--- src/logic/gpb_defs.svh ---
// Purpose: Offsets, reset values and sizes of the port bank.
// Assumes: Avalon-MM byte addresses, one 32-bit word per register.
// Notes:   Definitions only.
`ifndef GPB_DEFS_SVH
`define GPB_DEFS_SVH

// ----------------------------------------------------------------------
// Register byte offsets
// ----------------------------------------------------------------------
`define GPB_ADDR_W          5
`define GPB_OFF_LATCH       5'h00
`define GPB_OFF_MIRROR      5'h04
`define GPB_OFF_DIRECTION   5'h08
`define GPB_OFF_INPUT_GATE  5'h0C
`define GPB_OFF_STRONG      5'h10
`define GPB_OFF_PULL_UP     5'h14
`define GPB_OFF_PULL_DOWN   5'h18

// ----------------------------------------------------------------------
// Reset values and field positions
// ----------------------------------------------------------------------
`define GPB_RST_LATCH       8'h00
`define GPB_RST_CONTROL     8'h00
`define GPB_RST_READDATA    32'h0000_0000
`define GPB_PORT_LSB        0
`define GPB_PORT_MSB        7

// ----------------------------------------------------------------------
// Timing
// ----------------------------------------------------------------------
`define GPB_SYNC_STAGES     2
`define GPB_READ_LATENCY    1

`endif

--- src/logic/gpb_pkg.sv ---
// Purpose: Shared types of the port bank.
// Assumes: Eight pins per slice.
// Notes:   Constants live in gpb_defs.svh.
package gpb_pkg;

   // ----------------------------------------------------------------------
   // Types
   // ----------------------------------------------------------------------
   typedef logic [7:0] gpb_byte_t;

   // Bus slave handshake states.
   typedef enum logic {
      GPB_IDLE,
      GPB_ANSWER
   } gpb_bus_state_t;

endpackage : gpb_pkg

--- src/logic/gpb_sync_if.sv ---
// Purpose: Carries raw and synchronised pin levels between modules.
// Assumes: One clock domain.
// Notes:   The synchroniser drives the sync side, the top the raw side.
`timescale 1ns/10ps
interface gpb_sync_if
   import gpb_pkg::*;
();
   gpb_byte_t pin_raw;
   gpb_byte_t pin_sync;

   // The top supplies raw levels and reads the resolved ones.
   modport user (output pin_raw, input pin_sync);
   // The synchroniser consumes raw levels.
   modport sync (input pin_raw, output pin_sync);
endinterface : gpb_sync_if

--- src/logic/gpb_port_bank.sv ---
// Purpose: Eight-pin general purpose port slice with Avalon-MM registers.
// Assumes: Pin, peripheral and low-power inputs arrive as plain levels.
// Notes:   Avalon lock marks the read of a read-modify-write.
//
// Function
// Bit y of every register governs pin y.
// Input pin: read pin level, write latch only.
// Output pin: read latch, write drives pin.
// Plain read: direction 0 pin, 1 latch.
// Read-modify-write read always returns the latch.
// Pin level mirror is read-only.
// Mirror bit tracks pin only when gated.
// Direction 0 input, 1 output, reset 0.
// Direction readable, ignored on analog pins.
// Input gate 0 blocks, 1 passes, reset 0.
// Analog function forces digital input off.
// Low-power mode disables inputs except interrupt pins.
// Strong drive bit enables high drive, reset 0.
// Pull-up bit connects pull-up on input pins.
// No pull-up on outputs or floated low-power.
// Pull-down bit connects pull-down on input pins.
// No pull-down on outputs or floated low-power.
// Peripheral output overrides direction, kills pulls.
// Two-wire bus pins keep their pull-up.
// Peripheral input sees pin only when gated.
// Pin levels pass two synchroniser flops.
//
// The Avalon-MM register port and the placing of the registers were left to the implementer.
`timescale 1ns/10ps
`include "gpb_defs.svh"
module gpb_port_bank
   import gpb_pkg::*;
(
   input  wire logic                  core_clk,
   input  wire logic                  reset,
   input  wire logic [`GPB_ADDR_W-1:0] avs_address,
   input  wire logic                  avs_read,
   input  wire logic                  avs_write,
   input  wire logic                  avs_lock,
   input  wire logic [3:0]            avs_byteenable,
   input  wire logic [31:0]           avs_writedata,
   output logic      [31:0]           avs_readdata,
   output logic                       avs_waitrequest,
   input  wire logic [7:0]            port_pin_in,
   output logic      [7:0]            port_pin_out,
   output logic      [7:0]            port_pin_oe_n,
   output logic      [7:0]            strong_drive_en,
   output logic      [7:0]            pull_up_en,
   output logic      [7:0]            pull_down_en,
   output logic      [7:0]            input_buffer_en,
   input  wire logic [7:0]            periph_oe,
   input  wire logic [7:0]            periph_out,
   output logic      [7:0]            periph_in,
   input  wire logic [7:0]            analog_input_select,
   input  wire logic [7:0]            twi_pin_select,
   input  wire logic [7:0]            ext_irq_active,
   input  wire logic                  low_power_mode_control,
   input  wire logic                  low_power_pin_float
);

   // ----------------------------------------------------------------------
   // Storage and internal nets
   // ----------------------------------------------------------------------
   gpb_byte_t      port_output_latch;
   gpb_byte_t      pin_direction;
   gpb_byte_t      digital_input_gate;
   gpb_byte_t      strong_drive_select;
   gpb_byte_t      pull_up_select;
   gpb_byte_t      pull_down_select;
   gpb_byte_t      pin_level_mirror;
   gpb_byte_t      input_path_open;
   gpb_byte_t      data_read_value;
   gpb_byte_t      next_pin_out;
   gpb_byte_t      next_pin_oe_n;
   gpb_byte_t      next_pull_up;
   gpb_byte_t      next_pull_down;
   gpb_bus_state_t bus_state;
   gpb_byte_t      next_read_byte;
   logic           write_fire;
   logic           low_byte_write;
   logic           pins_floated;

   gpb_sync_if sio ();

   // Pin levels reach the core only through the synchroniser.
   assign sio.pin_raw = port_pin_in;

   // synchronise pin levels
   gpb_pin_sync u_pin_sync (
      .core_clk (core_clk),
      .reset    (reset),
      .sio      (sio)
   );

   // ----------------------------------------------------------------------
   // Avalon-MM handshake
   // ----------------------------------------------------------------------
   // Every access waits exactly one cycle; the answer is registered so the
   // read mux never sits on the bus path combinationally.
   always_ff @(posedge core_clk) begin
      if (reset) begin
         bus_state <= GPB_IDLE;
      end else begin
         unique case (bus_state)
            GPB_IDLE: begin
               if (avs_read || avs_write) begin
                  bus_state <= GPB_ANSWER;
               end
            end
            GPB_ANSWER: begin
               bus_state <= GPB_IDLE;
            end
         endcase
      end
   end

   // Waitrequest is high except in the answer cycle.
   always_ff @(posedge core_clk) begin
      if (reset) begin
         avs_waitrequest <= 1'b1;
      end else begin
         avs_waitrequest <= !((bus_state == GPB_IDLE) && (avs_read || avs_write));
      end
   end

   // A write commits at the edge where waitrequest is seen low.
   assign write_fire     = avs_write && (bus_state == GPB_ANSWER);
   assign low_byte_write = write_fire && avs_byteenable[0];

   // ----------------------------------------------------------------------
   // Writable registers
   // ----------------------------------------------------------------------
   // writes only ever load the latch
   // Whether the latch reaches the pin is decided by the pad logic below.
   always_ff @(posedge core_clk) begin
      if (reset) begin
         port_output_latch <= `GPB_RST_LATCH;
      end else if (low_byte_write && (avs_address == `GPB_OFF_LATCH)) begin
         port_output_latch <= avs_writedata[`GPB_PORT_MSB:`GPB_PORT_LSB];
      end
   end

   // control registers reset to zero
   // The mirror has no write path at all, so writes to it fall away.
   always_ff @(posedge core_clk) begin
      if (reset) begin
         pin_direction       <= `GPB_RST_CONTROL;
         digital_input_gate  <= `GPB_RST_CONTROL;
         strong_drive_select <= `GPB_RST_CONTROL;
         pull_up_select      <= `GPB_RST_CONTROL;
         pull_down_select    <= `GPB_RST_CONTROL;
      end else if (low_byte_write) begin
         unique case (avs_address)
            `GPB_OFF_DIRECTION:  pin_direction <= avs_writedata[7:0];
            `GPB_OFF_INPUT_GATE: digital_input_gate <= avs_writedata[7:0];
            `GPB_OFF_STRONG:     strong_drive_select <= avs_writedata[7:0];
            `GPB_OFF_PULL_UP:    pull_up_select <= avs_writedata[7:0];
            `GPB_OFF_PULL_DOWN:  pull_down_select <= avs_writedata[7:0];
            default: begin
            end
         endcase
      end
   end

   // ----------------------------------------------------------------------
   // Per-pin logic
   // ----------------------------------------------------------------------
   // Floating in low power releases every pull at once.
   assign pins_floated = low_power_mode_control && low_power_pin_float;

   // one slice of logic per pin index
   for (genvar y = 0; y < 8; y++) begin : g_pin
      // open input path
      // Interrupt pins stay awake in low power so they can wake the core.
      assign input_path_open[y] = digital_input_gate[y] && !analog_input_select[y]
                                  && (!low_power_mode_control || ext_irq_active[y]);

      // mirror follows pin only when the path is open
      assign pin_level_mirror[y] = sio.pin_sync[y] && input_path_open[y];

      // latch for output or read-modify-write, else pin
      assign data_read_value[y] = (avs_lock || pin_direction[y])
                                  ? port_output_latch[y] : pin_level_mirror[y];

      // pad driver selection
      // Analog pins ignore direction and peripheral enable; elsewhere a peripheral owns the pad outright.
      always_comb begin
         next_pin_out[y]  = periph_oe[y] ? periph_out[y] : port_output_latch[y];
         next_pin_oe_n[y] = !(!analog_input_select[y]
                              && (periph_oe[y] || pin_direction[y]));
      end

      // pull-up enable
      always_comb begin
         next_pull_up[y] = pull_up_select[y] && !analog_input_select[y]
                           && !pins_floated && !pin_direction[y]
                           && (!periph_oe[y] || twi_pin_select[y]);
      end

      // pull-down enable
      always_comb begin
         next_pull_down[y] = pull_down_select[y] && !analog_input_select[y]
                             && !pins_floated && !pin_direction[y] && !periph_oe[y];
      end
   end

   // ----------------------------------------------------------------------
   // Pad and peripheral outputs
   // ----------------------------------------------------------------------
   // Registered so every pad control changes cleanly once per clock.
   always_ff @(posedge core_clk) begin
      if (reset) begin
         port_pin_out    <= `GPB_RST_LATCH;
         port_pin_oe_n   <= ~`GPB_RST_CONTROL;
         pull_up_en      <= `GPB_RST_CONTROL;
         pull_down_en    <= `GPB_RST_CONTROL;
         strong_drive_en <= `GPB_RST_CONTROL;
      end else begin
         port_pin_out    <= next_pin_out;
         port_pin_oe_n   <= next_pin_oe_n;
         pull_up_en      <= next_pull_up;
         pull_down_en    <= next_pull_down;
         // strong drive straight from its select
         strong_drive_en <= strong_drive_select;
      end
   end

   // peripherals see the pin only through the open path
   always_ff @(posedge core_clk) begin
      if (reset) begin
         input_buffer_en <= `GPB_RST_CONTROL;
         periph_in       <= `GPB_RST_CONTROL;
      end else begin
         input_buffer_en <= input_path_open;
         periph_in       <= sio.pin_sync & input_path_open;
      end
   end

   // ----------------------------------------------------------------------
   // Read data
   // ----------------------------------------------------------------------
   // Unmapped offsets answer with zero; upper bits always read zero.
   always_comb begin
      next_read_byte = `GPB_RST_CONTROL;
      unique case (avs_address)
         `GPB_OFF_LATCH:      next_read_byte = data_read_value;
         // mirror read-only view
         `GPB_OFF_MIRROR:     next_read_byte = pin_level_mirror;
         // direction readable whatever the pin owner
         `GPB_OFF_DIRECTION:  next_read_byte = pin_direction;
         `GPB_OFF_INPUT_GATE: next_read_byte = digital_input_gate;
         `GPB_OFF_STRONG:     next_read_byte = strong_drive_select;
         `GPB_OFF_PULL_UP:    next_read_byte = pull_up_select;
         `GPB_OFF_PULL_DOWN:  next_read_byte = pull_down_select;
         default:             next_read_byte = `GPB_RST_CONTROL;
      endcase
   end

   // Read data are captured on the cycle the request is first seen.
   always_ff @(posedge core_clk) begin
      if (reset) begin
         avs_readdata <= `GPB_RST_READDATA;
      end else if ((bus_state == GPB_IDLE) && avs_read) begin
         avs_readdata <= {24'h00_0000, next_read_byte};
      end
   end

   logic [2:0] reset_age;

   // Counts clean cycles after reset so pipeline checks start valid.
   always_ff @(posedge core_clk) begin
      if (reset) begin
         reset_age <= 3'h0;
      end else if (reset_age != 3'h7) begin
         reset_age <= reset_age + 3'h1;
      end
   end
endmodule : gpb_port_bank

--- src/logic/gpb_pin_sync.sv ---
// Purpose: Two-stage synchroniser for the external pin levels.
// Assumes: Pins are asynchronous to core_clk.
// Notes:   First stage is read by the second stage only.
`timescale 1ns/10ps
`include "gpb_defs.svh"
module gpb_pin_sync
   import gpb_pkg::*;
(
   input  wire logic core_clk,
   input  wire logic reset,
   gpb_sync_if.sync  sio
);
   gpb_byte_t stage_one;
   gpb_byte_t stage_two;

   // ----------------------------------------------------------------------
   // Synchroniser stages
   // ----------------------------------------------------------------------
   // two-flop pin synchroniser
   // Metastability settles in stage_one before anyone looks at it.
   always_ff @(posedge core_clk) begin
      if (reset) begin
         stage_one <= `GPB_RST_LATCH;
         stage_two <= `GPB_RST_LATCH;
      end else begin
         stage_one <= sio.pin_raw;
         stage_two <= stage_one;
      end
   end

   assign sio.pin_sync = stage_two;
endmodule : gpb_pin_sync

--- config.mk ---
export PLATFORM = sky130hd
export DESIGN_NAME = gpb_port_bank
export DESIGN_NICKNAME = d
export VERILOG_FILES = /design/src/logic/gpb_pkg.sv /design/src/logic/gpb_sync_if.sv /design/src/logic/gpb_port_bank.sv /design/src/logic/gpb_pin_sync.sv
export VERILOG_INCLUDE_DIRS = /design/src /design/src/logic
export SDC_FILE = /design/constraint.sdc
export NUM_CORES = 1
export LEC_CHECK = 0
export ABC_AREA = 0
export BUFFER_PORTS_ARGS = -buffer_cell sky130_fd_sc_hd__buf_2
export CORE_ASPECT_RATIO = 0.8
export CORE_UTILIZATION = 54
export CTS_CLUSTER_DIAMETER = 120
export DETAILED_ROUTE_END_ITERATION = 10
export PLACE_DENSITY = 0.91
export SYNTH_ARGS = -nofsm -noshare
export SYNTH_HDL_FRONTEND = slang
export SYNTH_SLANG_ARGS = --single-unit
--- constraint.sdc ---
create_clock -name core_clk -period 3.4 [get_ports core_clk]
set_input_delay 1.02 -clock core_clk [delete_from_list [all_inputs] [get_ports core_clk]]
set_output_delay 1.02 -clock core_clk [all_outputs]
set_load 0.005 [all_outputs]
Yosys cells after proc, flatten, opt, wreduce, memory -nomap -nowiden
Cells that the tools add are included.
- register bits: 130
- output and inout port bits: 89
- logic and storage cells: 221
- equal/unequal tests: 6
- multiplexer cells: 19
- bitwise operators: 2
- reduce and logical (&&, ||, !) cells: 176
- operator list (kind ; number):
    $logic_and 1x1->1 ; 102
    $pmux 8 s7 ; 1
    $logic_not 1->1 ; 35
    $logic_or 1x1->1 ; 33
    $mux 1 ; 17
    $eq 5x5->1 const B ; 3
    $eq 5x4->1 const B ; 2
    $reduce_and 2->1 ; 5
    $and 8x8->8 ; 1
    $eq 5x3->1 const B ; 1
    $logic_not 5->1 ; 1
    $pmux 1 s2 ; 1
    $not 1->1 ; 1

Depth between registers and ports, before layout
Gate-level depths: netlist of run 1.
- word-level depth: 6
- mapped depth: 6
- depth with buffers taken out: 4

Cells and area by module
Synthesis of run 1 repeated with hierarchy kept, for this count alone.
- cell total of the unflattened synthesis: 534
- area total of the unflattened synthesis: 5241.3 µm²
- by module, submodules not included (module ; times used ; cells each ; area each (µm²)):
    gpb_port_bank ; 1 ; 501 ; 4777.1
    gpb_pin_sync ; 1 ; 33 ; 464.2

Least setup slack after synthesis of run 1
OpenSTA, ideal clock, no wires.
- path kind: in2reg
- from: input port avs_address[0]
- to: register strong_drive_select[7]
- setup time: 128 ps
- arrival: 2446 ps
- required time: 3272 ps
- setup slack: 827 ps
- cell stages on the path: 6
- path buffers: 2
- cells stage by stage: clkbuf_2 or4b_1 buf_2 nor3_4 mux2i_1 nor2_1
- longest elaborated chain between the ends: 2
- ends and longest elaborated chain (item ; RTL line ; text):
    start: declaration ; gpb_port_bank.sv:36 ; input wire logic [`GPB_ADDR_W-1:0] avs_address,
    $eq 5x5->1 ; gpb_port_bank.sv:153 ; unique case (avs_address)
    $reduce_and 2->1 (no source line) ; n/a ;
    end signal: assignment ; gpb_port_bank.sv:149 ; strong_drive_select <= `GPB_RST_CONTROL;
    end signal: assignment ; gpb_port_bank.sv:156 ; `GPB_OFF_STRONG: strong_drive_select <= avs_writedata[7:0];
    end: declaration ; gpb_port_bank.sv:67 ; gpb_byte_t strong_drive_select;
Every way passes these cells.
A chain may end at the register's enable or synchronous reset.

Worst setup path in the final report of run 1
- from: input port avs_address[4]
- to: register digital_input_gate[4]
- longest elaborated chain between the ends: 2
- ends and longest elaborated chain (item ; RTL line ; text):
    $eq 5x4->1 ; gpb_port_bank.sv:153 ;
    $reduce_and 2->1 (no source line) ; n/a ;
    end signal: assignment ; gpb_port_bank.sv:148 ; digital_input_gate <= `GPB_RST_CONTROL;
    end signal: assignment ; gpb_port_bank.sv:155 ; `GPB_OFF_INPUT_GATE: digital_input_gate <= avs_writedata[7:0];
    end: declaration ; gpb_port_bank.sv:66 ; gpb_byte_t digital_input_gate;
Every way passes these cells.

==> flow_summary_export.csv, run 1 <==
group,metric,value,unit
die,die-width,112,microns
critical_path,worst-endpoint-required,3.66,ns
global_routing,grt_pass1_vias,4520,
power_and_ir_drop,power_density,545,nW/um^2
global_routing,maximum_number_of_pins_on_one_net_before_global_route_repair,61,
timing,final.min_clock_period,2.50,ns
timing,worst_clock_skew,0.00952,ns
timing,final_min_period_over_clock_period,73.5,%
synthesis,synth_largest_type_area_fraction,49.5,%
layout,multiInputGateArea,2400,sq um
global_routing,grt_usage,28.3,%
run,max_capacitance_violation_count,0,
critical_path,cp_top_family,"simple AND/OR/NAND/NOR gates",
critical_path,cp-end-kind,"register",
die,die_area,10100,sq um
timing,max_clock_freq,400,MHz
layout,seq_area,2600,sq um
global_routing,first_pass_grt_wire_length,22.2,mm
timing,final-hold-violation-count,0,
min_path,holdCritPathClass,"reg -> reg",
global_routing,globalRouteOverflowTotal,0,
die,row_count,31,
cts,tritoncts,"done",
critical_path,cell_type_of_the_slowest_stage_on_the_worst_timing_path,"nor3_4",
timing,timing_worst_slew_pin_value,0.764,ns
global_routing,antenna_found_initial,0,
placed_design,dp_hpwl,9.71,mm
synthesis,postSynth.topFlopCell,"dfxtp_1",
routing,drt_iter0_drc,350,
timing,timing.final.max_slew_violations,0,
critical_path,critical_path.cell_chain,"buf_2 -> or3_1 -> nor3_4 -> mux2i_1 -> nor2_1",
placed_design,io_buffer_count,133,
critical_path,crit_buf_inv,1,
cts,clk-insertion-delay-late,0.40,ns
layout,drive_gt1_share,25.1,%
placed_design,globalplace.congestion,0.873,
critical_path,worst-r2r-setup-slack,1.43,ns
routing,via_count_of_the_routed_design,4762,
die,die_y,90.3,microns
routing,drt_first_pass_iters,5,
cts,clk_transition_reported_paths,0.05,ns
timing,worst_slew_margin_rel,47.8,%
cts,cts_max_path_buffers,2,
synthesis,synthesis.area_per_instance,9.35,sq um
routing,vias_per_cell,5.80,
cts,cts_buffers,17,
routing,avgRoutedWirePerCell,17.6,microns
layout,num-nets-final,791,
cts,hold_buffers,0,
die,core_area,9270,sq um
synthesis,mappedNetlistArea,5260,sq um
routing,route.final.wire_length,14.5,mm
synthesis,synthTopCellsByArea,"dfxtp_1 (49%), mux2i_1 (11%), nor2_1 (5.0%), nor2b_1 (4.0%), buf_4 (3.4%)",
cts,clk_root_buffer_cell,"clkbuf_16",
critical_path,critPathLaunchType,"input pin",
synthesis,ys_seq_area_share,49.5,%
synthesis,synthCells,563,
cts,cts_resized,0,
timing,fin_tns_setup,0,ns
synthesis,synth-warning-count,0,
timing,grt_setup_unrepaired,"no",
routing,final_antenna_net_count,0,
layout,filler_cell_count,679,
layout,antenna-diode-count,0,
routing,route.detailed.drc,0,
synthesis,async_reset_ff_share,0,%
synthesis,synth_area_leader_cell,"dfxtp_1",
synthesis,synth_edf_count,0,
die,io_pins,185,
critical_path,cpPeakStageDelay,0.66,ns
critical_path,critPathArrivalTime,2.76,ns
power_and_ir_drop,power.total,3.56,mW
timing,setup_viol,0,
critical_path,critPathKind,"in -> reg",
power_and_ir_drop,power_leakage,2.86,nW
cts,htree_levels,4,
layout,layout-area-overhead-vs-synth,24.0,%
cts,cts_num_sinks,130,
outcome,status,"completed",
die,floorplan.initialDensity,56.8,%
power_and_ir_drop,ir_worst_vdd,0.000553,V
cts,postCtsSetupRepairBufs,0,
synthesis,ys_ff_latch,130,
critical_path,worstPathMaxFanout,18,
synthesis,synth_cell_types,49,
cells in the final DEF (no fill, tap or decap), types with 10 or more instances in the layout:
master | netlist | final
a21oi_1 | 21 | 21
buf_2 | 4 | 132
buf_4 | 24 | 10
clkbuf_16 | 0 | 17
conb_1 | 1 | 24
dfxtp_1 | 130 | 130
inv_1 | 13 | 13
mux2i_1 | 56 | 56
nand2_1 | 32 | 32
nand3_1 | 17 | 17
nor2_1 | 70 | 70
nor2b_1 | 34 | 34
nor3_1 | 11 | 11
nor4_1 | 18 | 18
o21ai_0 | 34 | 34
worst register-to-register path, cell delays in order (launching register included):
cell,delay (ns)
dfxtp_1,0.33
nand2b_1,0.44
a311o_1,0.64
a21oi_1,0.29
o41a_1,0.21
through the flow:
step                instance area (sq um)  std cells  setup slack (ns)  utilization (%)  hold slack, ns
floorplan                            5350        586             0.827                -           0.414
global placement                     5930        791             0.644             63.9           0.421
detailed placement                   5930        791             0.604             63.9           0.422
CTS                                  6520        821             0.983             70.4           0.434
global route                         6520        821             0.884             70.4           0.444
finish                               6520        821             0.900             70.4           0.433
cell type report:
type / count / area share, %
Clock inverter: 5 / 1.53
Timing Repair Buffer: 142 / 11.3
Tap cell: 115 / 2.21
Clock buffer: 25 / 7.59
Inverter: 13 / 0.748
Multi-Input combinational cell: 391 / 36.7
Sequential cell: 130 / 39.9
synth_stat cells, drive strengths merged, types with 2 or more instances:
cell	number
nand2b	6
and2	3
nand3	17
nor2	70
o21ai	34
a21oi	21
nor4	18
clkbuf	17
or2	2
a221oi	4
o41a	5
mux2	2
a31oi	3
o31a	2
nand4b	2
nor3b	4
nor4b	2
nand3b	3
o2111ai	5
dfxtp	130
buf	35
inv	13
nor2b	34
and3	6
nor3	13
a21o	5
nand2	32
o211a	2
mux2i	56
or4b	4
logic make-up (layout without fill, tap and decap cells):
group                  Yosys count  in the layout  synth area share (%)
and+or+nand+nor                220            220                  21.8
DFF                            130            130                  49.5
AOI/OAI and AO/OA               89             89                  11.0
buffers and inverters           65            185                  6.61
muxes                           58             58                  11.1
other                            1             24                0.0713
report_power, final:
group	switching, mW	internal (mW)	total, mW	leakage (nW)
Sequential	0.00644	1.54	1.55	1.05
Combinational	0.122	0.0641	0.187	1.52
Clock	0.600	1.22	1.82	0.293
Total	0.729	2.83	3.56	2.86
routing by layer:
metal,up-vias,wire (microns),part of all wire (%),global-route usage (%)
met5,-,0,0,0
met4,0,431,3.0,13.9
met3,46,1240,8.6,7.72
met2,290,7000,48,47.5
met1,2236,5800,40,33.6
li1,2190,-,-,-
worst paths after layout:
path,start,end,cells past startpoint
worst max-delay path,avs_address[4],digital_input_gate[4],5
worst max register to register,bus_state,avs_readdata[4],4
worst min-delay path,u_pin_sync.stage_one[4],u_pin_sync.sio.pin_sync[4],1
worst min register to register,u_pin_sync.stage_one[4],u_pin_sync.sio.pin_sync[4],1
No activity file was read; power rests on OpenSTA's default activity.
==> run 2: changes to the inputs <==
--- a/config.mk
+++ b/config.mk
@@ -9,10 +9,10 @@
 export ABC_AREA = 0
 export BUFFER_PORTS_ARGS = -buffer_cell sky130_fd_sc_hd__buf_2
 export CORE_ASPECT_RATIO = 0.8
-export CORE_UTILIZATION = 54
+export CORE_UTILIZATION = 50
 export CTS_CLUSTER_DIAMETER = 120
 export DETAILED_ROUTE_END_ITERATION = 10
-export PLACE_DENSITY = 0.91
+export PLACE_DENSITY = 0.85
 export SYNTH_ARGS = -nofsm -noshare
 export SYNTH_HDL_FRONTEND = slang
 export SYNTH_SLANG_ARGS = --single-unit
==> constraint.sdc (replaced) <==
create_clock -name core_clk -period 2.4 [get_ports core_clk]
set_input_delay 0.72 -clock core_clk [delete_from_list [all_inputs] [get_ports core_clk]]
set_output_delay 0.72 -clock core_clk [all_outputs]
set_load 0.005 [all_outputs]
==> flow_summary_export.csv, run 2 (synthesis results as in run 1) <==
group,metric,value,unit
critical_path,cp-end-kind,"register",
cts,htree_levels,4,
timing,final_min_period_over_clock_period,80.0,%
routing,avgRoutedWirePerCell,16.7,microns
run,max_capacitance_violation_count,0,
power_and_ir_drop,power_leakage,2.95,nW
critical_path,cell_type_of_the_slowest_stage_on_the_worst_timing_path,"or4b_1",
cts,cts_buffers,17,
critical_path,worst-endpoint-required,2.68,ns
timing,grt_setup_unrepaired,"no",
cts,cts_resized,0,
power_and_ir_drop,power_density,757,nW/um^2
power_and_ir_drop,comb_power_share,5.6,%
cts,cts_max_path_buffers,2,
timing,max_clock_freq,521,MHz
critical_path,critPathLaunchType,"input pin",
cts,postCtsSetupRepairBufs,0,
power_and_ir_drop,share_clk_of_total_power,51.1,%
die,row_count,33,
die,io_pins,185,
timing,worst_slew_margin_rel,47.7,%
cts,clk-insertion-delay-late,0.42,ns
layout,layout.cells.most_common,"buf_2",
layout,layout_common_cells,"buf_2 (132), dfxtp_1 (130), nor2_1 (70)",
outcome,status,"completed",
placed_design,io_buffer_count,133,
layout,final_core_area_utilization,65.4,%
cts,hold_buffers,0,
power_and_ir_drop,power.switching_fraction,21.8,%
timing,worst_clock_skew,0.00582,ns
routing,final_antenna_net_count,0,
critical_path,cpPeakStageDelay,0.62,ns
routing,route.detailed.drc,0,
routing,route.final.wire_length,14.4,mm
timing,timing_worst_slew_pin_value,0.784,ns
routing,via_count_of_the_routed_design,4786,
critical_path,critPathKind,"in -> reg",
timing,final.min_clock_period,1.92,ns
die,die-width,117,microns
placed_design,detailed_place.area,6100,sq um
die,core_area,10200,sq um
layout,drive_gt1_share,27.3,%
die,die_area,10900,sq um
power_and_ir_drop,ir_worst_vdd,0.000795,V
power_and_ir_drop,netSwitchingPower,1.10,mW
die,die_y,93.8,microns
routing,vias_per_cell,5.53,
global_routing,first_pass_grt_wire_length,22.5,mm
power_and_ir_drop,p_seq_share,43.3,%
timing,timing.final.max_slew_violations,0,
critical_path,worst-r2r-setup-slack,0.76,ns
critical_path,critical_path.cell_chain,"buf_2 -> or4b_1 -> nor3_4 -> buf_4 -> mux2i_1 -> nor2_1",
layout,layout-area-overhead-vs-synth,27.3,%
critical_path,critPathArrivalTime,2.20,ns
placed_design,globalplace.congestion,0.884,
global_routing,maximum_number_of_pins_on_one_net_before_global_route_repair,54,
layout,finalInstanceArea,6700,sq um
cts,clk_root_buffer_cell,"clkbuf_16",
routing,drt_first_pass_iters,5,
critical_path,worstPathMaxFanout,10,
cts,tritoncts,"done",
placed_design,dp_hpwl,10.1,mm
layout,antenna-diode-count,0,
layout,filler_cell_count,848,
die,floorplan.initialDensity,51.4,%
global_routing,globalRouteOverflowTotal,0,
global_routing,grt_pass1_vias,4512,
routing,drt_iter0_drc,356,
cts,cts_num_sinks,130,
global_routing,antenna_found_initial,0,
cts,clk_transition_reported_paths,0.05,ns
min_path,holdCritPathClass,"reg -> reg",
power_and_ir_drop,power.total,5.07,mW
layout,num-nets-final,808,
timing,fin_tns_setup,0,ns
timing,setup_viol,0,
global_routing,grt_usage,27.7,%
timing,final-hold-violation-count,0,
power_and_ir_drop,power.internal,3.96,mW
==> run 2: path summary, 6_finish.rpt <==
kind	from	to	cells past startpoint
hold / removal	u_pin_sync.stage_one[0]	u_pin_sync.sio.pin_sync[0]	1
setup reg to reg	pin_direction[1]	avs_readdata[1]	4
setup / recovery	avs_address[1]	strong_drive_select[7]	6
hold reg to reg	u_pin_sync.stage_one[0]	u_pin_sync.sio.pin_sync[0]	1
==> run 2: cell type report <==
type	instances	area (sq um)	share of cell area, %
timing repair buffer	159	876	13.1
tap	140	175	2.62
multi-input combinational	391	2400	35.8
sequential	130	2600	38.9
inverter	13	48.8	0.729
clock inverter	11	135	2.02
clock buffer	21	460	6.88
==> run 2: power groups by stage <==
stage               clock, mW  sequential (mW)  combinational [mW]
floorplan                   0             2.24               0.157
global placement            0             2.24               0.268
detailed placement          0             2.24               0.276
CTS                      2.60             2.20               0.278
global route             2.71             2.20               0.307
finish                   2.59             2.20               0.284
==> run 2: routing by layer <==
layer	vias to the layer above	global-route usage [%]	part of all wire (%)
met2	285	44.0	46
met1	2244	34.4	42
met5	-	0	0
met4	0	11.3	2.7
met3	33	9.10	9.1
li1	2224	-	-
==> run 2: metrics by stage <==
step,std cells,hold slack (ns),setup WS (ns)
floorplan,586,0.414,0.127
CTS,865,0.439,0.482
global route,865,0.447,0.416
finish,865,0.438,0.479
global placement,833,0.421,0.162
detailed placement,833,0.427,0.0943
==> run 2: critical path, delay by kind of cell <==
family        cells  cell delay (ns)
simple gates      3             0.90
buf+inv           2             0.36
mux               1             0.22
==> run 3: changes to the inputs <==
==> constraint.sdc (replaced) <==
create_clock -name core_clk -period 2 [get_ports core_clk]
set_input_delay 0.6 -clock core_clk [delete_from_list [all_inputs] [get_ports core_clk]]
set_output_delay 0.6 -clock core_clk [all_outputs]
set_load 0.005 [all_outputs]
==> flow_summary_export.csv, run 3 (synthesis results as in run 1) <==
group,metric,value,unit
die,io_pins,185,
layout,finalInstanceArea,7010,sq um
placed_design,placed_cells,861,
layout,final_cells,894,
min_path,holdCritPathClass,"in -> reg",
critical_path,cp-end-kind,"register",
routing,route.final.wire_length,14.9,mm
cts,clk_root_buffer_cell,"clkbuf_16",
layout,filler_cell_count,806,
cts,cts_buffers,17,
critical_path,worst-endpoint-required,2.35,ns
routing,final_antenna_net_count,0,
run,max_capacitance_violation_count,0,
timing,grt_setup_unrepaired,"no",
global_routing,first_pass_grt_wire_length,23.2,mm
routing,vias_per_cell,5.49,
timing,final-hold-violation-count,0,
global_routing,antenna_found_initial,1,
placed_design,io_buffer_count,133,
cts,htree_levels,4,
global_routing,maximum_number_of_pins_on_one_net_before_global_route_repair,50,
layout,num-nets-final,836,
layout,layout_common_cells,"buf_2 (132), dfxtp_1 (130), nor2_1 (70)",
timing,final.min_clock_period,1.77,ns
critical_path,critPathLaunchType,"register",
timing,max_clock_freq,565,MHz
cts,hold_buffers,0,
routing,drt_first_pass_iters,5,
routing,drt_iter0_drc,447,
die,core_area,10200,sq um
timing,setup_viol,0,
outcome,status,"completed",
cts,clk-insertion-delay-late,0.42,ns
routing,topRoutingLayerUsed,"met4",
layout,layout.cells.most_common,"buf_2",
layout,drive_gt1_share,30.1,%
placed_design,dp_hpwl,10.6,mm
die,die-width,117,microns
layout,multiInputGateArea,2400,sq um
global_routing,grt_pass1_vias,4734,
routing,wirelength_met1,6.08,mm
cts,cts_max_path_buffers,2,
routing,route.detailed.drc,0,
routing,met3WireLength,1.18,mm
cts,postCtsSetupRepairBufs,0,
layout,seq_area,2600,sq um
timing,worst_slew_margin_rel,64.0,%
cts,cts_resized,0,
timing,worst_clock_skew,0.00709,ns
global_routing,globalRouteOverflowTotal,0,
placed_design,detailed_place.area,6360,sq um
cts,tritoncts,"done",
cts,cts_num_sinks,130,
layout,layout-area-overhead-vs-synth,33.3,%
timing,fin_tns_setup,0,ns
routing,avgRoutedWirePerCell,16.7,microns
critical_path,critPathKind,"reg -> reg",
routing,via_count_of_the_routed_design,4911,
placed_design,globalplace.congestion,0.877,
die,floorplan.initialDensity,51.4,%
power_and_ir_drop,power_density,914,nW/um^2
die,row_count,33,
timing,final_min_period_over_clock_period,88.5,%
cts,clk_transition_reported_paths,0.06,ns
critical_path,critPathArrivalTime,2.12,ns
routing,dr_wl_met2,7.23,mm
timing,timing_worst_slew_pin_value,0.527,ns
timing,timing.final.max_slew_violations,0,
global_routing,grt_usage,28.5,%
critical_path,worstPathMaxFanout,7,
power_and_ir_drop,power_leakage,3.11,nW
die,die_area,10900,sq um
power_and_ir_drop,ir_worst_vdd,0.000671,V
die,die_y,93.8,microns
==> run 3: changes by cell type in the layout (fill, tap and decap cells not counted) <==
| cell | before | now |
|---|---|---|
| buf_4 | 26 | 50 |
| buf_12 | 1 | 5 |
| clkinv_2 | 6 | 2 |
| clkinv_4 | 0 | 3 |
| bufinv_16 | 3 | 5 |
| clkbuf_1 | 2 | 1 |
| clkbuf_8 | 2 | 1 |
| clkinvlp_4 | 2 | 3 |
| diode_2 | 0 | 1 |
==> run 3: path summary, 6_finish.rpt <==
check	from	endpoint	slack [ns]	cells past startpoint
min reg2reg	u_pin_sync.stage_one[7]	u_pin_sync.sio.pin_sync[7]	0.43	1
max reg2reg	pin_direction[1]	avs_readdata[1]	0.23	4
min	port_pin_in[0]	u_pin_sync.stage_one[0]	0.39	2
max	pin_direction[1]	avs_readdata[1]	0.23	4
==> run 3: critical path: stages, from the launching register on <==
cell,delay [ns]
dfxtp_1,0.37
or4b_2,0.68
o31a_1,0.26
o21ai_0,0.23
o31a_1,0.17
==> run 3: where the power goes <==
part / internal (mW) / switching [mW]
registers: 2.62 / 0.0117
clock network: 2.24 / 1.15
logic: 0.159 / 0.224
total: 5.03 / 1.38
==> run 3: routing by layer <==
layer / GRT usage (%) / vias to the layer above
li1: - / 2294
met1: 33.3 / 2318
met2: 48.2 / 257
met3: 7.16 / 42
met4: 14.8 / 0
met5: 0 / -
==> run 3: layout make-up <==
class | count | area share, %
Sequential cell | 130 | 37.1
Clock inverter | 13 | 2.98
Timing Repair Buffer | 187 | 16.2
Tap cell | 140 | 2.50
Multi-Input combinational cell | 391 | 34.2
Antenna cell | 1 | 0.0357
Clock buffer | 19 | 6.31
Inverter | 13 | 0.696
==> run 3: stage by stage <==
step	hold WS (ns)	power, mW	util [%]	setup slack [ns]
6_report	0.391	6.41	68.5	0.230
5_1_grt	0.392	6.58	68.5	0.185
4_1_cts	0.382	6.42	68.5	0.239
3_5_place_dp	0.428	3.06	62.1	-0.113
3_3_place_gp	0.418	3.06	62.1	-0.0743
2_1_floorplan	0.414	2.88	-	-0.153
